### config.mk
export PLATFORM = sky130hd
export DESIGN_NAME = plc_top
export DESIGN_NICKNAME = d
export VERILOG_FILES = /design/src/rtl/plc_pkg.sv /design/src/rtl/plc_div_if.sv /design/src/rtl/plc_divider.sv /design/src/rtl/plc_top.sv
export VERILOG_INCLUDE_DIRS = /design/src /design/src/rtl
export SDC_FILE = /design/constraint.sdc
export NUM_CORES = 1
export LEC_CHECK = 0
export ABC_AREA = 1
export BUFFER_PORTS_ARGS = -buffer_cell sky130_fd_sc_hd__buf_2
export CAP_MARGIN = 10
export CORE_AREA = 2 2 167 169
export DETAILED_ROUTE_END_ITERATION = 8
export DIE_AREA = 0 0 169 171
export SLEW_MARGIN = 0
export SYNTH_ARGS = -nofsm -noshare
export SYNTH_HDL_FRONTEND = slang
export SYNTH_HIERARCHICAL = 1
export SYNTH_SLANG_ARGS = --single-unit
### constraint.sdc
create_clock -name i_clk_sys -period 2 [get_ports i_clk_sys]
set_input_delay 0 -clock i_clk_sys [delete_from_list [all_inputs] [get_ports i_clk_sys]]
set_output_delay 0 -clock i_clk_sys [all_outputs]
set_load 0.01 [all_outputs]
### src/rtl/plc_regs.svh
// register offsets, field positions and reset values of the pll divider and lock control block
// assumes a 32-bit apb slave with 8-bit byte addresses and one aligned word per register
`ifndef PLC_REGS_SVH
`define PLC_REGS_SVH

// byte offsets of the registers
`define PLC_OFF_CTRL      8'h00
`define PLC_OFF_BW        8'h04
`define PLC_OFF_NMUL      8'h08
`define PLC_OFF_VRANGE    8'h0c
`define PLC_OFF_RDIV      8'h10

// control register fields
`define PLC_CTRL_IE_BIT   7
`define PLC_CTRL_FLAG_BIT 6
`define PLC_CTRL_ON_BIT   5
`define PLC_CTRL_BCS_BIT  4
`define PLC_CTRL_P_LSB    2
`define PLC_CTRL_E_LSB    0

// bandwidth register fields
`define PLC_BW_AUTO_BIT   7
`define PLC_BW_LOCK_BIT   6
`define PLC_BW_TRK_BIT    5

// reset values
`define PLC_RST_ON        1'b1
`define PLC_RST_P         2'h0
`define PLC_RST_E         2'h0
`define PLC_RST_N         12'h040
`define PLC_RST_L         8'h40
`define PLC_RST_R         4'h1

// nominal vco step, khz, that scales l times two to the e
`define PLC_F_NOM_KHZ     125

`endif

### src/rtl/plc_pkg.sv
// types shared by the pll divider and lock control block
// assumes the offsets and reset values come from plc_regs.svh
package plc_pkg;

  typedef logic [11:0] plc_nmul_t;   // feedback modulo factor
  typedef logic [7:0]  plc_lin_t;    // vco linear factor
  typedef logic [3:0]  plc_rdiv_t;   // reference modulo factor
  typedef logic [1:0]  plc_exp_t;    // power-of-two exponents

  // lock detector sequence
  typedef enum logic [1:0] {
    LD_OFF,
    LD_MEASURE,
    LD_JUDGE
  } plc_ld_e;

endpackage

### src/rtl/plc_div_if.sv
// carrier between the control logic and one modulo divider
// assumes both ends sit on the system clock
`timescale 1ns/100ps
interface plc_div_if #(
  parameter int W = 12
);
  logic         en;        // run the divider, else hold at start
  logic         tick_in;   // one input event
  logic [W-1:0] modulus;   // division factor, zero acts as one
  logic         tick_out;  // one output event per modulus inputs

  modport ctl (output en, output tick_in, output modulus, input tick_out);
  modport div (input en, input tick_in, input modulus, output tick_out);
endinterface

### src/rtl/plc_divider.sv
// modulo event divider used for the reference, prescale and feedback paths
// assumes tick_in is a one-cycle pulse on the system clock
`timescale 1ns/100ps
module plc_divider #(
  parameter int W = 12
) (
  input  wire logic i_clk_sys,
  input  wire logic i_srst,
  plc_div_if.div    dv
);

  logic [W-1:0] cnt_r;   // events seen in this period
  logic         tick_r;  // registered output event
  logic [W-1:0] last;    // terminal count

  // zero modulus behaves like one
  assign last = (dv.modulus == '0) ? '0 : dv.modulus - {{(W-1){1'b0}}, 1'b1};

  ////////////////////////////////////////////////////////////////////////////
  // count events, pulse on the terminal one; held at start while disabled
  always_ff @(posedge i_clk_sys)
  begin
    if (i_srst || !dv.en)
    begin
      cnt_r  <= '0;
      tick_r <= 1'b0;
    end
    else
    begin
      tick_r <= 1'b0;
      if (dv.tick_in)
      begin
        if (cnt_r >= last)
        begin
          cnt_r  <= '0;
          tick_r <= 1'b1;
        end
        else
        begin
          cnt_r <= cnt_r + {{(W-1){1'b0}}, 1'b1};
        end
      end
    end
  end

  assign dv.tick_out = tick_r;

endmodule

### src/rtl/plc_top.sv
// pll divider, phase detector, lock detector and mode control, apb register slave
// assumes reference and vco clocks arrive as pins from outside the system clock domain
//
// Contract
// - divide reference clock by modulo factor r
// - vco through 2^p prescaler then modulo n
// - prescale exponent selects 1, 2, 4, 8
// - feedback factor n is twelve bits wide
// - centre frequency is l times 2^e steps
// - phase detector pulses up or down
// - lock detector compares feedback and reference frequency
// - acquisition mode reads track bit zero
// - track bit one means tracking filter mode
// - auto bit lets detector switch filter mode
// - auto mode track bit read-only, from tolerance
// - auto mode lock bit read-only, from tolerance
// - auto mode lock toggle raises interrupt
// - manual mode track bit written by software
// - manual mode lock reads zero, no interrupt
// - zero r or n acts as one
// - zero l disables pll and base select
// - factors writable only while pll off
`timescale 1ns/100ps
`include "plc_regs.svh"
module plc_top
  import plc_pkg::*;
#(
  parameter int WIN_REFS    = 16,  // reference events per measurement window
  parameter int TRK_IN_TOL  = 2,   // error at or below which tracking starts
  parameter int TRK_OUT_TOL = 4,   // error above which acquisition resumes
  parameter int LCK_IN_TOL  = 1,   // error at or below which lock is declared
  parameter int LCK_OUT_TOL = 3    // error above which lock is lost
) (
  input  wire logic        i_clk_sys,
  input  wire logic        i_srst,
  input  wire logic        i_pll_ref_clock,
  input  wire logic        i_vco_clock,
  input  wire logic        i_psel,
  input  wire logic        i_penable,
  input  wire logic        i_pwrite,
  input  wire logic [7:0]  i_paddr,
  input  wire logic [31:0] i_pwdata,
  output logic      [31:0] o_prdata,
  output logic             o_pready,
  output logic             o_pslverr,
  output logic             o_pump_up,
  output logic             o_pump_dn,
  output logic             o_track_mode,
  output logic             o_pll_enable,
  output logic      [7:0]  o_vco_linear,
  output logic      [1:0]  o_vco_exp,
  output logic             o_base_clock_select,
  output logic             o_lock_irq
);

  // window and thresholds at counter width
  localparam logic [7:0] WIN_L  = 8'(WIN_REFS);
  localparam logic [7:0] TIN_L  = 8'(TRK_IN_TOL);
  localparam logic [7:0] TOUT_L = 8'(TRK_OUT_TOL);
  localparam logic [7:0] LIN_L  = 8'(LCK_IN_TOL);
  localparam logic [7:0] LOUT_L = 8'(LCK_OUT_TOL);

  ////////////////////////////////////////////////////////////////////////////
  // declarations
  logic        ref_meta_r;      // first synchroniser stage, reference
  logic        ref_sync_r;      // second stage
  logic        ref_prev_r;      // edge history
  logic        vco_meta_r;      // first synchroniser stage, vco
  logic        vco_sync_r;      // second stage
  logic        vco_prev_r;      // edge history
  logic        ref_edge;        // rising edge of reference pin
  logic        vco_edge;        // rising edge of vco pin

  logic        on_r;            // pll on bit
  logic        bcs_r;           // base clock select
  logic        ie_r;            // lock irq enable
  logic        flag_r;          // sticky lock change flag
  plc_exp_t    p_r;             // prescale exponent
  plc_exp_t    e_r;             // vco range exponent
  plc_nmul_t   n_r;             // feedback factor
  plc_lin_t    l_r;             // vco linear factor
  plc_rdiv_t   r_r;             // reference factor
  logic        auto_r;          // automatic bandwidth
  logic        sw_trk_r;        // software track bit
  logic        active_r;        // pll running
  logic        irq_r;           // interrupt output
  logic        trk_out_r;       // filter mode to loop filter
  logic        up_r;            // phase detector up
  logic        dn_r;            // phase detector down

  plc_ld_e     ld_state_r;      // lock detector sequence
  logic [7:0]  ref_cnt_r;       // reference events in window
  logic [7:0]  fb_cnt_r;        // feedback events in window
  logic        det_trk_r;       // detector tracking decision
  logic        det_lock_r;      // detector lock decision
  logic        det_lock_d_r;    // lock history for toggle detect
  logic [7:0]  err;             // frequency error of the window

  logic [31:0] prdata_r;        // read data
  logic        pready_r;        // access phase ready
  logic        pslverr_r;       // unmapped access
  logic [31:0] rd_mux;          // decoded read value
  logic        miss;            // no register at address
  logic        hit_ctrl;        // address decodes
  logic        hit_bw;
  logic        hit_nmul;
  logic        hit_vr;
  logic        hit_rdiv;
  logic        wr_fire;         // write takes effect this edge
  logic        lnz;             // linear factor non-zero
  logic        ref_tick;        // divided reference event
  logic        fb_tick;         // feedback event
  logic        lock_rd;         // lock bit as read
  logic        trk_rd;          // track bit as read

  plc_div_if #(.W(4))  ref_if ();
  plc_div_if #(.W(4))  pre_if ();
  plc_div_if #(.W(12)) fb_if ();

  ////////////////////////////////////////////////////////////////////////////
  // pin synchronisers; only the second stage feeds the edge detectors
  always_ff @(posedge i_clk_sys)
  begin
    if (i_srst)
    begin
      ref_meta_r <= 1'b0;
      ref_sync_r <= 1'b0;
      ref_prev_r <= 1'b0;
      vco_meta_r <= 1'b0;
      vco_sync_r <= 1'b0;
      vco_prev_r <= 1'b0;
    end
    else
    begin
      ref_meta_r <= i_pll_ref_clock;
      ref_sync_r <= ref_meta_r;
      ref_prev_r <= ref_sync_r;
      vco_meta_r <= i_vco_clock;
      vco_sync_r <= vco_meta_r;
      vco_prev_r <= vco_sync_r;
    end
  end

  // sampling limits the vco pin to below half the system clock
  assign ref_edge = ref_sync_r & ~ref_prev_r;
  assign vco_edge = vco_sync_r & ~vco_prev_r;
  assign lnz      = (l_r != 8'h00);

  ////////////////////////////////////////////////////////////////////////////
  // divider chain
  assign ref_if.en      = active_r;
  assign ref_if.tick_in = ref_edge;
  assign ref_if.modulus = r_r;
  assign ref_tick       = ref_if.tick_out;

  assign pre_if.en      = active_r;
  assign pre_if.tick_in = vco_edge;
  assign pre_if.modulus = 4'(4'h1 << p_r);

  assign fb_if.en       = active_r;
  assign fb_if.tick_in  = pre_if.tick_out;
  assign fb_if.modulus  = n_r;
  assign fb_tick        = fb_if.tick_out;

  plc_divider #(.W(4)) u_ref_div (
    .i_clk_sys (i_clk_sys),
    .i_srst    (i_srst),
    .dv        (ref_if)
  );

  plc_divider #(.W(4)) u_pre_div (
    .i_clk_sys (i_clk_sys),
    .i_srst    (i_srst),
    .dv        (pre_if)
  );

  plc_divider #(.W(12)) u_fb_div (
    .i_clk_sys (i_clk_sys),
    .i_srst    (i_srst),
    .dv        (fb_if)
  );

  ////////////////////////////////////////////////////////////////////////////
  // phase detector: pulse width is the gap between the two events
  always_ff @(posedge i_clk_sys)
  begin
    if (i_srst || !active_r)
    begin
      up_r <= 1'b0;
      dn_r <= 1'b0;
    end
    else if ((up_r | ref_tick) && (dn_r | fb_tick))
    begin
      up_r <= 1'b0;
      dn_r <= 1'b0;
    end
    else
    begin
      up_r <= up_r | ref_tick;
      dn_r <= dn_r | fb_tick;
    end
  end

  ////////////////////////////////////////////////////////////////////////////
  // lock detector: feedback events counted over a window of reference events
  assign err = (fb_cnt_r >= WIN_L) ? (fb_cnt_r - WIN_L) : (WIN_L - fb_cnt_r);

  always_ff @(posedge i_clk_sys)
  begin
    if (i_srst || !active_r)
    begin
      ld_state_r <= LD_OFF;
      ref_cnt_r  <= 8'h00;
      fb_cnt_r   <= 8'h00;
      det_trk_r  <= 1'b0;
      det_lock_r <= 1'b0;
    end
    else
    begin
      case (ld_state_r)
        LD_OFF:
        begin
          ld_state_r <= LD_MEASURE;
          ref_cnt_r  <= 8'h00;
          fb_cnt_r   <= 8'h00;
        end
        LD_MEASURE:
        begin
          if (ref_tick)
          begin
            ref_cnt_r <= ref_cnt_r + 8'h01;
            if (ref_cnt_r == WIN_L - 8'h01)
            begin
              ld_state_r <= LD_JUDGE;
            end
          end
          if (fb_tick && fb_cnt_r != 8'hff)
          begin
            fb_cnt_r <= fb_cnt_r + 8'h01;
          end
        end
        LD_JUDGE:
        begin
          // hysteresis keeps the decisions from chattering at the edge
          if (err <= TIN_L)
          begin
            det_trk_r <= 1'b1;
          end
          else if (err > TOUT_L)
          begin
            det_trk_r <= 1'b0;
          end
          if (err <= LIN_L)
          begin
            det_lock_r <= 1'b1;
          end
          else if (err > LOUT_L)
          begin
            det_lock_r <= 1'b0;
          end
          // events in this cycle open the next window
          ref_cnt_r  <= {7'h00, ref_tick};
          fb_cnt_r   <= {7'h00, fb_tick};
          ld_state_r <= LD_MEASURE;
        end
        default:
        begin
          ld_state_r <= LD_OFF;
        end
      endcase
    end
  end

  ////////////////////////////////////////////////////////////////////////////
  // apb address decode and read mux
  assign lock_rd = det_lock_r & auto_r;
  assign trk_rd  = auto_r ? det_trk_r : sw_trk_r;

  always_comb
  begin
    hit_ctrl = 1'b0;
    hit_bw   = 1'b0;
    hit_nmul = 1'b0;
    hit_vr   = 1'b0;
    hit_rdiv = 1'b0;
    miss     = 1'b0;
    rd_mux   = 32'h0000_0000;
    if (i_paddr == `PLC_OFF_CTRL)
    begin
      hit_ctrl = 1'b1;
      rd_mux[`PLC_CTRL_IE_BIT]                 = ie_r;
      rd_mux[`PLC_CTRL_FLAG_BIT]               = flag_r;
      rd_mux[`PLC_CTRL_ON_BIT]                 = on_r;
      rd_mux[`PLC_CTRL_BCS_BIT]                = bcs_r;
      rd_mux[`PLC_CTRL_P_LSB+1:`PLC_CTRL_P_LSB] = p_r;
      rd_mux[`PLC_CTRL_E_LSB+1:`PLC_CTRL_E_LSB] = e_r;
    end
    else if (i_paddr == `PLC_OFF_BW)
    begin
      hit_bw = 1'b1;
      rd_mux[`PLC_BW_AUTO_BIT] = auto_r;
      rd_mux[`PLC_BW_LOCK_BIT] = lock_rd;
      rd_mux[`PLC_BW_TRK_BIT]  = trk_rd;
    end
    else if (i_paddr == `PLC_OFF_NMUL)
    begin
      hit_nmul     = 1'b1;
      rd_mux[11:0] = n_r;
    end
    else if (i_paddr == `PLC_OFF_VRANGE)
    begin
      hit_vr      = 1'b1;
      rd_mux[7:0] = l_r;
    end
    else if (i_paddr == `PLC_OFF_RDIV)
    begin
      hit_rdiv    = 1'b1;
      rd_mux[3:0] = r_r;
    end
    else
    begin
      miss = 1'b1;    // unmapped: error answer, reads zero
    end
  end

  assign wr_fire = i_psel & i_penable & i_pwrite & pready_r;

  ////////////////////////////////////////////////////////////////////////////
  // apb handshake: one wait-free access phase, data captured at setup
  always_ff @(posedge i_clk_sys)
  begin
    if (i_srst)
    begin
      pready_r  <= 1'b0;
      pslverr_r <= 1'b0;
      prdata_r  <= 32'h0000_0000;
    end
    else
    begin
      pready_r <= i_psel & ~i_penable;
      if (i_psel && !i_penable)
      begin
        pslverr_r <= miss;
        prdata_r  <= i_pwrite ? 32'h0000_0000 : rd_mux;
      end
    end
  end

  ////////////////////////////////////////////////////////////////////////////
  // control register: on, select, enable and exponents
  always_ff @(posedge i_clk_sys)
  begin
    if (i_srst)
    begin
      on_r  <= `PLC_RST_ON;
      bcs_r <= 1'b0;
      ie_r  <= 1'b0;
      p_r   <= `PLC_RST_P;
      e_r   <= `PLC_RST_E;
    end
    else
    begin
      if (wr_fire && hit_ctrl)
      begin
        // on may not change together with select; select holds on high
        if (!bcs_r && (i_pwdata[`PLC_CTRL_BCS_BIT] == bcs_r))
        begin
          on_r <= i_pwdata[`PLC_CTRL_ON_BIT];
        end
        bcs_r <= on_r & lnz & (i_pwdata[`PLC_CTRL_ON_BIT] ? i_pwdata[`PLC_CTRL_BCS_BIT] : bcs_r);
        ie_r  <= auto_r & i_pwdata[`PLC_CTRL_IE_BIT];
        if (!on_r)
        begin
          p_r <= i_pwdata[`PLC_CTRL_P_LSB+1:`PLC_CTRL_P_LSB];
          e_r <= i_pwdata[`PLC_CTRL_E_LSB+1:`PLC_CTRL_E_LSB];
        end
      end
      else
      begin
        if (!on_r || !lnz)
        begin
          bcs_r <= 1'b0;
        end
        if (!auto_r)
        begin
          ie_r <= 1'b0;
        end
      end
    end
  end

  ////////////////////////////////////////////////////////////////////////////
  // factor registers, frozen while the pll is on
  always_ff @(posedge i_clk_sys)
  begin
    if (i_srst)
    begin
      n_r <= `PLC_RST_N;
      l_r <= `PLC_RST_L;
      r_r <= `PLC_RST_R;
    end
    else if (wr_fire && !on_r)
    begin
      if (hit_nmul)
      begin
        n_r <= i_pwdata[11:0];
      end
      if (hit_vr)
      begin
        l_r <= i_pwdata[7:0];
      end
      if (hit_rdiv)
      begin
        r_r <= i_pwdata[3:0];
      end
    end
  end

  ////////////////////////////////////////////////////////////////////////////
  // bandwidth register: auto and software track bit
  always_ff @(posedge i_clk_sys)
  begin
    if (i_srst)
    begin
      auto_r   <= 1'b0;
      sw_trk_r <= 1'b0;
    end
    else if (wr_fire && hit_bw)
    begin
      auto_r <= i_pwdata[`PLC_BW_AUTO_BIT];
      if (!auto_r)
      begin
        sw_trk_r <= i_pwdata[`PLC_BW_TRK_BIT];
      end
    end
  end

  ////////////////////////////////////////////////////////////////////////////
  // run state, filter mode and lock interrupt; a toggle beats a clear
  always_ff @(posedge i_clk_sys)
  begin
    if (i_srst)
    begin
      active_r     <= 1'b0;
      trk_out_r    <= 1'b0;
      det_lock_d_r <= 1'b0;
      flag_r       <= 1'b0;
      irq_r        <= 1'b0;
    end
    else
    begin
      active_r     <= on_r & lnz;
      trk_out_r    <= active_r & (auto_r ? det_trk_r : sw_trk_r);
      det_lock_d_r <= det_lock_r;
      if (!auto_r)
      begin
        flag_r <= 1'b0;
      end
      else if (det_lock_r != det_lock_d_r)
      begin
        flag_r <= 1'b1;
      end
      else if (wr_fire && hit_ctrl && i_pwdata[`PLC_CTRL_FLAG_BIT])
      begin
        flag_r <= 1'b0;
      end
      irq_r <= flag_r & ie_r & auto_r;
    end
  end

  ////////////////////////////////////////////////////////////////////////////
  // outputs, all from flip-flops
  assign o_prdata            = prdata_r;
  assign o_pready            = pready_r;
  assign o_pslverr           = pslverr_r;
  assign o_pump_up           = up_r;
  assign o_pump_dn           = dn_r;
  assign o_track_mode        = trk_out_r;
  assign o_pll_enable        = active_r;
  assign o_vco_linear        = l_r;
  assign o_vco_exp           = e_r;
  assign o_base_clock_select = bcs_r;
  assign o_lock_irq          = irq_r;

endmodule

==> summary.md, run 1 <==
| Metric | Value |
|---|---|
| End point of the worst hold path | o_prdata[0] |
| Share of cells above drive strength 1 | roughly a quarter |
| Crit Path Category | flip-flop to flip-flop |
| Most frequent cell after synthesis | sky130_fd_sc_hd__nand2_1 |
| Number of antenna violations at the first check in global routing | 0 |
| Die span in x | roughly 170 um |
| Number of setup violations in the final report | 13 |
| Fraction of power consumed by combinational cells | ~6.3% |
| Ys flop type | sky130_fd_sc_hd__dfxtp_1 |
| Failing checks | setup timing |
| Routed WL per cell | around 12 um |
| Placeable core region | roughly 27000 um^2 |
| Number of DRC markers in iteration 0 | between 200 and 300 |
| Max Slew Vio Count | 0 |
| Clock latency reported for the late side of the worst-skew pair | ~0.35 ns |
| Number of max-capacitance violations reported | 0 |
| Worst-margin pin slew | around 0.79 ns |
| Layout area overhead | 23.8% |
| Number of non-filler instances in the completed layout | ~1300 |
| Portion of total power attributed to the clock network | a little under half |
| Maximum number of pins on one net before global-route repair | 31 |
| Maximum fanout count along the critical path | 6 |
| Number of synthesized register bits | 103 |
| Global-route wire length before repair | ~26000 um |
| Congestion Overflow GR | 0 |
| Setup TNS | -4.07 ns |
| Distinct cell type count after synthesis | about 50 |
| Worst voltage drop across the vdd grid | 0.384 mV |
| Clock Skews | ~0.010 ns |
| TritonCTS clock tree | yes |
| Final design utilization | between 20% and 30% |
| Most used standard cells in the synthesized netlist | 172 x sky130_fd_sc_hd__nand2_1, 108 x sky130_fd_sc_hd__inv_1, 103 x sky130_fd_sc_hd__dfxtp_1 |
| Mean instance size in the synthesized netlist | 7.33 um^2 |
| Logic depth of the worst register-to-register path | 16 |
| Endpoint required time on the critical path | 2.25 ns |
| Clock input transition at the sequential cells of the worst setup and hold paths | approximately 0.070 ns |
| Pre-Repair DR Iteration Count | 4 |
| WP data arrival | approximately 2.6 ns |
| Worst hold margin | between 0.015 and 0.02 ns |
| Final RePlAce weighted congestion | roughly 0.84 |
| Slew headroom | 47.1% |
| RSZ-0062 raised after global routing | yes |
| Leak | between 3 and 4 nW |
| Outcome | complete, but fails checks |
| CTS Buffer Depth | 2 |
| Layout fillers | slightly below 3000 |
| Net Switching | around 0.99 mW |
| Share of synthesized flip-flops with an asynchronous set or reset | 0% |
| Hold depth | 4 |
| Number of placed cells counting well taps | about 1300 |
| Number of input and output port buffers inserted | between 50 and 60 |
| Effective utilization at floorplan | between 20% and 30% |
| Hold Crit Class | primary input to flip-flop |
| Residual DRC count | 0 |
| Setup slack after layout | -0.319 ns |
| Crit start category | flip-flop |
| Overall routed net length | approximately 16000 um |
| Peak Freq | 0.431 GHz |
| Startpoint of the lowest-slack register-to-register path | fb_if.modulus[1] |
| Register Area | between 2000 and 2500 um^2 |
| Number of synthesized flops with an enable pin | 0 |
| Number of nets with antenna violations after routing | 0 |
| Cell internal pwr | 3.30 mW |
| Number of ports placed on the die boundary | 97 |
| Total number of nets in the final design | slightly above 1000 |
| Placed instance area | ~7000 um^2 |
| Cell chosen for the clock root | sky130_fd_sc_hd__clkbuf_16 |
| Half-perimeter wire length after detailed placement | approximately 13000 um |
| Yosys synthesis warning count | 6 |
| Sequential fraction of design power | 48.4% |
| Vias | approximately 5500 |
| Proportion of total power due to net switching | 23.0% |
| Share of the clock period used by the worst path after layout | 116% |
| Number of global-route vias before repair | slightly above 5000 |
| Cell type with the largest total area after synthesis | sky130_fd_sc_hd__dfxtp_1 |
| Min cycle time layout | 2.32 ns |
| Power, Total | approximately 4.3 mW |
| Area contributors post-synth | sky130_fd_sc_hd__dfxtp_1 34%, sky130_fd_sc_hd__nand2_1 11%, sky130_fd_sc_hd__ha_1 7.6%, sky130_fd_sc_hd__inv_1 6.6%, sky130_fd_sc_hd__nor2_1 4.9% |
| Vertical die dimension | 171 um |
| Sequential area share after synthesis | 33.7% |
| Worst reg2reg endpoint | u_fb_div/cnt_r[4] |
| Post-Synthesis Cell Area | 6120 um^2 |
| Flop-to-flop setup slack | -0.32 ns |
| TritonCTS Sinks | about 100 |
| Placement Rows | 61 |
| Area used by multi-input combinational logic | 3520 um^2 |
| Non-Filler Cell Area, Final | around 7600 um^2 |
| Nature of the critical path endpoint | flip-flop |
| Average via count per standard cell | around 4.2 |
| Pre-CTS worst setup slack | -0.279 ns |
| Cell area power density | 565 nW/um^2 |
| Yosys top cell area share | ~34% |
| Overall die area | between 20000 and 30000 um^2 |
| Min-delay src | i_pwrite |
| Clock buffer count from CTS | 9 |
| H-tree levels | 3 |
| Number of antenna diodes | 0 |
| Number of endpoints with negative hold slack in the final report | 0 |
| GRT Resource Usage Total | 11.2% |
| Synthesized instance count | about 840 |
final cells by class:
| cell class | instances | share of cell area [%] |
|---|---|---|
| multi-input cells | 591 | 46.4 |
| flip-flops and latches | 103 | 27.3 |
| repair buffers | 113 | 9.96 |
| inverters | 127 | 6.32 |
| well taps | 346 | 5.71 |
| clock buffers | 12 | 3.25 |
| clock inverters | 4 | 1.01 |
worst max-delay path by stage:
stage                         to             start  slack [ns]
2_1_floorplan  u_fb_div/cnt_r[4]  fb_if.modulus[1]       -0.07
3_3_place_gp   u_fb_div/cnt_r[1]  fb_if.modulus[1]       -0.30
3_5_place_dp   u_fb_div/cnt_r[2]  fb_if.modulus[1]       -0.28
4_1_cts        u_fb_div/cnt_r[2]  fb_if.modulus[1]       -0.25
5_1_grt        u_fb_div/cnt_r[4]  fb_if.modulus[1]       -0.47
6_report       u_fb_div/cnt_r[4]  fb_if.modulus[1]       -0.32
kinds of logic (layout without fill, tap and decap cells):
kind of cell               count (synthesis)  after routing  share of synthesized area (%)
and+or+nand+nor                          377            378                           30.2
buffers and inverters                    161            256                           12.0
AOI/OAI and AO/OA                        133            133                           13.2
DFF                                      103            103                           33.7
adders and majority gates                 37             37                           7.56
xor gates and xnor gates                  20             20                           2.86
muxes                                      3              3                          0.490
other                                      1             20                         0.0612
cells in the final DEF (no fill, tap or decap), types with 3 or more instances in the layout:
cell type	synthesis	routed
sky130_fd_sc_hd__a211oi_1	7	7
sky130_fd_sc_hd__a21oi_1	55	54
sky130_fd_sc_hd__a21oi_2	7	8
sky130_fd_sc_hd__a31oi_1	3	3
sky130_fd_sc_hd__buf_2	1	56
sky130_fd_sc_hd__buf_4	21	39
sky130_fd_sc_hd__clkbuf_16	0	9
sky130_fd_sc_hd__conb_1	1	20
sky130_fd_sc_hd__dfxtp_1	103	99
sky130_fd_sc_hd__dlygate4sd3_1	0	17
sky130_fd_sc_hd__ha_1	37	35
sky130_fd_sc_hd__inv_1	108	107
sky130_fd_sc_hd__inv_2	18	19
sky130_fd_sc_hd__mux2i_1	3	3
sky130_fd_sc_hd__nand2_1	172	167
sky130_fd_sc_hd__nand2_2	4	8
sky130_fd_sc_hd__nand2_4	5	5
sky130_fd_sc_hd__nand3_1	33	30
sky130_fd_sc_hd__nand3_2	8	11
sky130_fd_sc_hd__nand4_1	13	13
sky130_fd_sc_hd__nor2_1	80	75
sky130_fd_sc_hd__nor2_2	27	28
sky130_fd_sc_hd__nor2_4	4	8
sky130_fd_sc_hd__nor2_8	3	3
sky130_fd_sc_hd__nor3_1	11	10
sky130_fd_sc_hd__nor3_2	2	3
sky130_fd_sc_hd__nor3b_2	4	4
sky130_fd_sc_hd__o2111ai_1	3	3
sky130_fd_sc_hd__o211ai_1	6	6
sky130_fd_sc_hd__o21a_1	3	3
sky130_fd_sc_hd__o21ai_0	28	27
sky130_fd_sc_hd__o21ai_1	10	11
sky130_fd_sc_hd__or2_2	4	4
sky130_fd_sc_hd__xnor2_1	5	5
sky130_fd_sc_hd__xor2_1	15	15
power groups by stage:
stage | clock network (mW) | registers (mW) | logic, mW
final | 1.94 | 2.07 | 0.271
after global placement | 0 | 2.12 | 0.238
after global routing | 2.10 | 2.07 | 0.302
after detailed placement | 0 | 2.12 | 0.240
after floorplan | 0 | 2.12 | 0.184
after CTS | 1.99 | 2.07 | 0.270
worst max-delay path, stage by stage (launching register included):
cell and delay (ns):
sky130_fd_sc_hd__dfxtp_4 0.36, sky130_fd_sc_hd__nor2_4 0.11, sky130_fd_sc_hd__nand2_2 0.06, sky130_fd_sc_hd__nor2_2 0.11, sky130_fd_sc_hd__nand4_1 0.20, sky130_fd_sc_hd__o21ai_1 0.20
sky130_fd_sc_hd__nand3_1 0.09, sky130_fd_sc_hd__ha_1 0.31, sky130_fd_sc_hd__nand2_2 0.08, sky130_fd_sc_hd__nor2_4 0.12, sky130_fd_sc_hd__nand2_1 0.06, sky130_fd_sc_hd__nor2_1 0.08
sky130_fd_sc_hd__nand2_1 0.07, sky130_fd_sc_hd__nand2_2 0.08, sky130_fd_sc_hd__nand2_4 0.10, sky130_fd_sc_hd__nand2_8 0.13, sky130_fd_sc_hd__nor2_4 0.04
flip-flops by register name, indices dropped and copies added (netlist names), 2 cells and up:
name and count:
p_r 2, ref_cnt_r 8, r_r 4, ld_state_r 2, u_pre_div/cnt_r 4, u_ref_div/cnt_r 4
u_fb_div/cnt_r 12, fb_cnt_r 8, o_prdata 12, fb_if.modulus 12, o_vco_linear 8, o_vco_exp 2
routing by layer:
layer | part of all wire [%] | global-route usage (%)
met2 | 47 | 18.9
met3 | 3.6 | 1.76
met1 | 48 | 14.7
met5 | 0 | 0
met4 | 1.7 | 3.53
timing repair:
item,CTS,global route
hold buffers,17,0
buffers inserted,0,1
cloned,0,1
setup endpoints to repair,13,18
pin swaps,2,11
hold endpoints to repair,32,0
resized for setup,1,25
Note: power is estimated with default switching activity, not from simulation.
==> inputs of run 2 (changes only) <==
--- a/config.mk
+++ b/config.mk
@@ -13,4 +13,5 @@
 export DETAILED_ROUTE_END_ITERATION = 8
 export DIE_AREA = 0 0 169 171
+export PLACE_DENSITY_LB_ADDON = 0.2
 export SLEW_MARGIN = 0
 export SYNTH_ARGS = -nofsm -noshare
==> constraint.sdc (replaced) <==
create_clock -name i_clk_sys -period 2 [get_ports i_clk_sys]
set_input_delay 0.2 -clock i_clk_sys [delete_from_list [all_inputs] [get_ports i_clk_sys]]
set_output_delay 0.2 -clock i_clk_sys [all_outputs]
set_load 0.01 [all_outputs]
==> run 2 against run 1 <==
The flow still finishes with violations (setup timing). Power is 1.5% lower. Sequential cell count stayed put. Global-route usage up 0.12 points. Sequential share of layout area grew 0.57 points. Critical path depth unchanged. Critical path type unchanged. Largest power group unchanged. Routed wire length increased by 1.4%. Highest routed layer unchanged. Critical endpoint is now u_fb_div/cnt_r[2]. Worst setup slack better by 0.030 ns.
==> summary.md, run 2 (synthesized netlist as in run 1, its figures left out) <==
| Metric | Value |
|---|---|
| Outcome | complete, but fails checks |
| Failing checks | setup timing |
| RSZ-0062 raised after global routing | yes |
| Placeable core region | 27300 um^2 (unchanged) |
| Clock latency reported for the late side of the worst-skew pair | 0.36 ns (about the same) |
| Number of DRC markers in iteration 0 | 237 (-13%) |
| Setup slack after layout | -0.290 ns (+0.0297 ns) |
| Layout area overhead | 21.1% |
| Peak Freq | 0.437 GHz (+1.3%) |
| Crit Path Category | flip-flop to flip-flop |
| Number of global-route vias before repair | 4933 (-4.4%) |
| Overall routed net length | 16100 um (+1.4%) |
| Final design utilization | 27.1% (-0.60 points) |
| Number of antenna diodes | 0 (unchanged) |
| Commonest non-fill, non-tap cell in the layout | sky130_fd_sc_hd__nand2_1 |
| Maximum fanout count along the critical path | 6 (unchanged) |
| Max Slew Vio Count | 0 (unchanged) |
| Total number of nets in the final design | 1013 (-1.6%) |
| Most frequent cells in the layout | 169 x sky130_fd_sc_hd__nand2_1, 106 x sky130_fd_sc_hd__inv_1, 99 x sky130_fd_sc_hd__dfxtp_1 |
| Endpoint required time on the critical path | 2.25 ns (about the same) |
| Portion of total power attributed to the clock network | 45.2% (about the same) |
| H-tree levels | 3 (unchanged) |
| Cell area power density | 569 nW/um^2 (+0.73%) |
| Crit start category | flip-flop |
| Net Switching | 1.08 mW (+9.8%) |
| Clock buffer count from CTS | 9 (unchanged) |
| Half-perimeter wire length after detailed placement | 12700 um (+0.87%) |
| Routed WL per cell | 12.6 um (+2.6%) |
| Min cycle time layout | 2.29 ns (-0.0297 ns) |
| Worst voltage drop across the vdd grid | 0.390 mV (+1.7%) |
| Placement Rows | 61 (unchanged) |
| Number of nets with antenna violations after routing | 0 (unchanged) |
| Pre-CTS worst setup slack | -0.310 ns (-0.0314 ns) |
| Effective utilization at floorplan | 22.4% (unchanged) |
| Share of the clock period used by the worst path after layout | 114% (-1.5 points) |
| Pre-Repair DR Iteration Count | 4 (unchanged) |
| Clock input transition at the sequential cells of the worst setup and hold paths | 0.08 ns (about the same) |
| TritonCTS clock tree | yes |
| Worst hold margin | 0.0444 ns (+0.0293 ns) |
| Average via count per standard cell | 4.16 (-1.8%) |
| Worst-margin pin slew | 0.822 ns (+0.0313 ns) |
| Fraction of power consumed by combinational cells | 5.8% (-0.5 points) |
| Maximum number of pins on one net before global-route repair | 36 (+16%) |
| Cell internal pwr | 3.14 mW (-4.8%) |
| Overall die area | 28900 um^2 (unchanged) |
| Number of non-filler instances in the completed layout | 1280 (-1.2%) |
| GRT Resource Usage Total | 11.3% (+0.12 points) |
| Number of placed cells counting well taps | 1262 (+0.079%) |
| Share of cells above drive strength 1 | 24.7% (+0.73 points) |
| Proportion of total power due to net switching | 25.6% (+2.6 points) |
| Residual DRC count | 0 (unchanged) |
| Cell chosen for the clock root | sky130_fd_sc_hd__clkbuf_16 |
| Number of setup violations in the final report | 13 (unchanged) |
| Vias | 5330 (-3.1%) |
| TritonCTS Sinks | 103 (unchanged) |
| Vertical die dimension | 171 um (unchanged) |
| Nature of the critical path endpoint | flip-flop |
| Final RePlAce weighted congestion | 0.798 (-5.0%) |
| Number of max-capacitance violations reported | 0 (unchanged) |
| Congestion Overflow GR | 0 (unchanged) |
| Slew headroom | 45.0% (-2.1 points) |
| Power, Total | 4.22 mW (-1.5%) |
| WP data arrival | 2.54 ns (-0.03 ns) |
| Sequential fraction of design power | 49.1% (+0.7 points) |
| Leak | 3.30 nW (-2.0%) |
| Global-route wire length before repair | 25800 um (about the same) |
| Clock Skews | 0.00915 ns (-0.00126 ns) |
| Hold Crit Class | primary input to flip-flop |
| Flop-to-flop setup slack | -0.29 ns (+0.03 ns) |
| Number of ports placed on the die boundary | 97 (unchanged) |
| Number of input and output port buffers inserted | 56 (unchanged) |
| Number of endpoints with negative hold slack in the final report | 0 (unchanged) |
| CTS Buffer Depth | 2 (unchanged) |
| Die span in x | 169 um (unchanged) |
| Number of antenna violations at the first check in global routing | 0 (unchanged) |
==> run 2: cell types whose count changed in the layout (fill, tap and decap cells not counted), moves of 2 or more <==
cell                            change
sky130_fd_sc_hd__dlygate4sd3_1     -17
sky130_fd_sc_hd__inv_6              +3
sky130_fd_sc_hd__nand2_2            -3
sky130_fd_sc_hd__clkbuf_1           -2
sky130_fd_sc_hd__nand2_1            +2
==> run 2: worst max-delay path, stage by stage (launching register included) <==
cell,delay (ns)
sky130_fd_sc_hd__dfxtp_4,0.36
sky130_fd_sc_hd__nor2_4,0.11
sky130_fd_sc_hd__nand2_2,0.06
sky130_fd_sc_hd__nor2_2,0.09
sky130_fd_sc_hd__nand4_1,0.19
sky130_fd_sc_hd__o21ai_1,0.18
sky130_fd_sc_hd__nand3_1,0.15
sky130_fd_sc_hd__ha_4,0.32
sky130_fd_sc_hd__nand2_4,0.06
sky130_fd_sc_hd__nor2_4,0.09
sky130_fd_sc_hd__nand2_1,0.06
sky130_fd_sc_hd__nor2_1,0.08
sky130_fd_sc_hd__nand2_1,0.06
sky130_fd_sc_hd__nand2_2,0.08
sky130_fd_sc_hd__nand2_4,0.10
sky130_fd_sc_hd__nand2_8,0.13
sky130_fd_sc_hd__nor2_1,0.05
==> run 2: repair_timing <==
| action | CTS | global route |
|---|---|---|
| hold buffers | 0 | 0 |
| resized for setup | 8 | 20 |
| pin swaps | 5 | 6 |
| setup buffers | 1 | 0 |
| endpoints found under the setup margin | 13 | 18 |
| cloned | 1 | 0 |
==> run 2: per-layer routing <==
layer,global-route usage (%),wire length (um)
met1,15.1,7940
met3,1.64,373
met2,18.8,7590
met4,3.79,218
met5,0,0
==> run 2: power groups by stage <==
stage	clock network [mW]	logic, mW	registers (mW)
detailed placement	0	0.239	2.12
finish	1.91	0.244	2.07
global placement	0	0.240	2.12
global route	2.07	0.271	2.07
floorplan	0	0.184	2.12
CTS	1.98	0.244	2.07
==> run 2: area by class of cell <==
type	instances	area, um^2
clock buffers	9	225
clock inverters	7	85.1
fillers	3014	19900
inverters	127	479
multi-input cells	591	3530
flip-flops and latches	103	2070
well taps	346	433
repair buffers	97	596
==> run 2: path summary, 6_finish.rpt <==
check | startpoint | to | depth (start not counted)
max | fb_if.modulus[1] | u_fb_div/cnt_r[2] | 16
min | i_pll_ref_clock | ref_meta_r | 3
max reg2reg | fb_if.modulus[1] | u_fb_div/cnt_r[2] | 16
min reg2reg | vco_meta_r | vco_sync_r | 2
==> run 2: metrics by stage <==
stage | TNS [ns] | cell area, um^2
after floorplan | -0.715 | 6210
after global placement | -3.50 | 6970
after detailed placement | -3.74 | 6970
after global routing | -6.98 | 7410
after CTS | -3.38 | 7340
final | -3.59 | 7410
==> inputs of run 3 (changes only) <==
GPL_TIMING_DRIVEN = 0   (was unset)
SETUP_SLACK_MARGIN = 0.02   (was unset)
==> run 3 against run 2 <==
The flow still finishes with violations (setup timing). First-iteration DRC count increased by 2.1%. Utilization grew 0.26 points. Via count up 0.71%. Count of clock-buffer cells in the layout is 1 higher. Sequential cell count did not move. Worst setup slack got worse by 0.13 ns. Critical path type unchanged. Combinational power rose by 16%. Maximum frequency down 5.2%. Hold slack better by 0.0021 ns. Sequential share of layout area decreased by 0.18 points. Highest routed layer unchanged. Clock power down 3%.
==> summary.md, run 3 (synthesized netlist as in run 1, its figures left out) <==
| Metric | Value |
|---|---|
| Global-route wire length before repair | 26100 um (+1.2%) |
| Number of global-route vias before repair | 5090 (+3.2%) |
| Nature of the critical path endpoint | flip-flop |
| Non-Filler Cell Area, Final | 7490 um^2 (+0.96%) |
| Placeable core region | 27300 um^2 (unchanged) |
| Worst reg2reg endpoint | u_fb_div/cnt_r[1] |
| Routed WL per cell | 12.5 um (-0.84%) |
| Failing checks | setup timing |
| Final RePlAce weighted congestion | 0.842 (+5.5%) |
| Placed instance area | 6920 um^2 (-0.66%) |
| Number of endpoints with negative hold slack in the final report | 0 (unchanged) |
| Cell internal pwr | 3.18 mW (+1.4%) |
| Startpoint of the lowest-slack register-to-register path | fb_if.modulus[1] |
| Vertical die dimension | 171 um (unchanged) |
| Peak Freq | 0.414 GHz (-5.2%) |
| Cell-by-cell listing of the critical path | nor2_4 > nand2_2 > nor2_2 > nand4_1 > o21ai_1 > nand3_1 > ha_1 > nand2_1 > nor2_2 > buf_4 > a21oi_2 > nand2_2 > nand2_2 > nand2_4 > buf_4 > nor2_1 |
| Worst setup path endpoint | u_fb_div/cnt_r[1] |
| Layout area overhead | 22.3% |
| Logic depth of the worst register-to-register path | 16 (unchanged) |
| GRT Resource Usage Total | 11.5% (+0.18 points) |
| Share of the clock period used by the worst path after layout | 121% (+6.3 points) |
| Worst voltage drop across the vdd grid | 0.390 mV (about the same) |
| Cell chosen for the clock root | sky130_fd_sc_hd__clkbuf_16 |
| Setup slack after layout | -0.415 ns (-0.125 ns) |
| Number of setup violations in the final report | 13 (unchanged) |
| Share of cells above drive strength 1 | 25.4% (+0.69 points) |
| Slew headroom | 58.1% (+13 points) |
| Half-perimeter wire length after detailed placement | 12800 um (+0.72%) |
| Number of DRC markers in iteration 0 | 242 (+2.1%) |
| Leak | 3.34 nW (+1.1%) |
| Outcome | complete, but fails checks |
| Power, Total | 4.21 mW (-0.23%) |
| Number of antenna violations at the first check in global routing | 0 (unchanged) |
| Clock input transition at the sequential cells of the worst setup and hold paths | 0.08 ns (about the same) |
| Maximum fanout count along the critical path | 4 (-2) |
| Total number of nets in the final design | 1023 (+0.99%) |
| Most frequent cells in the layout | 169 x sky130_fd_sc_hd__nand2_1, 104 x sky130_fd_sc_hd__inv_1, 96 x sky130_fd_sc_hd__dfxtp_1 |
| Worst hold margin | 0.0465 ns (+0.00207 ns) |
| Cell area power density | 562 nW/um^2 (-1.2%) |
| Cell seen most often among critical-path stages | sky130_fd_sc_hd__nand2_2 |
| Placement Rows | 61 (unchanged) |
| Sequential fraction of design power | 49.2% (about the same) |
| Pre-Repair DR Iteration Count | 4 (unchanged) |
| Maximum number of pins on one net before global-route repair | 18 (-50%) |
| Clock buffer count from CTS | 9 (unchanged) |
| WP data arrival | 2.70 ns (+0.16 ns) |
| Die span in x | 169 um (unchanged) |
| Worst-margin pin slew | 0.628 ns (-0.194 ns) |
| Congestion Overflow GR | 0 (unchanged) |
| Number of placed cells counting well taps | 1256 (-0.48%) |
| Effective utilization at floorplan | 22.4% (unchanged) |
| Setup TNS | -5.09 ns (-1.50 ns) |
| Clock Skews | 0.00918 ns (+0.0000277 ns) |
| Overall die area | 28900 um^2 (unchanged) |
| Vias | 5368 (+0.71%) |
| RSZ-0062 raised after global routing | yes |
| Net Switching | 1.03 mW (-5.0%) |
| Crit start category | flip-flop |
| TritonCTS clock tree | yes |
| Total of hold buffers inserted after clock tree synthesis | 0 (unchanged) |
| Slowest cell on the critical path | sky130_fd_sc_hd__dfxtp_4 |
| Portion of total power attributed to the clock network | 44.1% (-1.1 points) |
| Number of nets with antenna violations after routing | 0 (unchanged) |
| H-tree levels | 3 (unchanged) |
| Number of input and output port buffers inserted | 56 (unchanged) |
| Number of non-filler instances in the completed layout | 1290 (+0.78%) |
| Proportion of total power due to net switching | 24.4% (-1.2 points) |
| Average via count per standard cell | 4.16 (about the same) |
| Number of max-capacitance violations reported | 0 (unchanged) |
| Number of ports placed on the die boundary | 97 (unchanged) |
| Overall routed net length | 16100 um (about the same) |
| Pre-CTS worst setup slack | -0.443 ns (-0.132 ns) |
| Crit Path Category | flip-flop to flip-flop |
| Final design utilization | 27.4% (+0.26 points) |
| Critical path startpoint | fb_if.modulus[1] |
| Residual DRC count | 0 (unchanged) |
| Flop-to-flop setup slack | -0.41 ns (-0.13 ns) |
| Max Slew Vio Count | 0 (unchanged) |
| Commonest non-fill, non-tap cell in the layout | sky130_fd_sc_hd__nand2_1 |
| Max incr delay on CP | 0.36 ns (about the same) |
| Number of antenna diodes | 0 (unchanged) |
| Clock latency reported for the late side of the worst-skew pair | 0.36 ns (about the same) |
| CTS Buffer Depth | 2 (unchanged) |
| Hold Crit Class | primary input to flip-flop |
| Min cycle time layout | 2.41 ns (+0.125 ns) |
| TritonCTS Sinks | 103 (unchanged) |
| Endpoint required time on the critical path | 2.29 ns (+0.04 ns) |
| Fraction of power consumed by combinational cells | 6.8% (+1.0 points) |
## run 3: worst min path at each step
stage	startpoint	end	slack [ns]	cells past startpoint
finish	i_vco_clock	vco_meta_r	0.05	3
global route	i_pll_ref_clock	ref_meta_r	0.07	3
CTS	i_vco_clock	vco_meta_r	0.04	3
detailed placement	ref_meta_r	ref_sync_r	0.40	2
global placement	ref_meta_r	ref_sync_r	0.39	2
floorplan	i_pll_ref_clock	ref_meta_r	0.31	2
## run 3: per-layer routing
metal	wire length (um)	up-vias	GRT usage [%]
li1	-	2864	-
met1	7560	2397	14.6
met2	7700	86	19.5
met3	470	21	1.36
met4	385	0	5.57
met5	0	-	0
## run 3: critical path, delay by kind of cell (launching register included)
family,cells,cell delay (ns)
fa+ha+maj,1,0.30
flops,1,0.36
compound gates,2,0.34
simple gates,11,1.06
buf+inv,2,0.27
## run 3: what timing repair did
item                                    in CTS  in global routing
setup buffers                                8                  9
resized for setup                           10                 19
pin swaps                                    2                  8
cloned                                       0                  1
endpoints found under the setup margin      16                 26
## run 3: cell type report
| class | count | area [um^2] |
|---|---|---|
| plain buffers | 34 | 254 |
| fillers | 3009 | 19800 |
| clock buffers | 10 | 239 |
| flip-flops and latches | 103 | 2080 |
| well taps | 346 | 433 |
| inverters | 127 | 482 |
| repair buffers | 74 | 445 |
| multi-input cells | 590 | 3490 |
| clock inverters | 6 | 68.8 |
## run 3: power groups by stage
stage / combinational, mW / clock (mW) / sequential [mW]
after CTS: 0.276 / 1.93 / 2.07
final: 0.284 / 1.86 / 2.07
after detailed placement: 0.273 / 0 / 2.12
after floorplan: 0.184 / 0 / 2.12
after global routing: 0.319 / 2.00 / 2.07
after global placement: 0.274 / 0 / 2.12
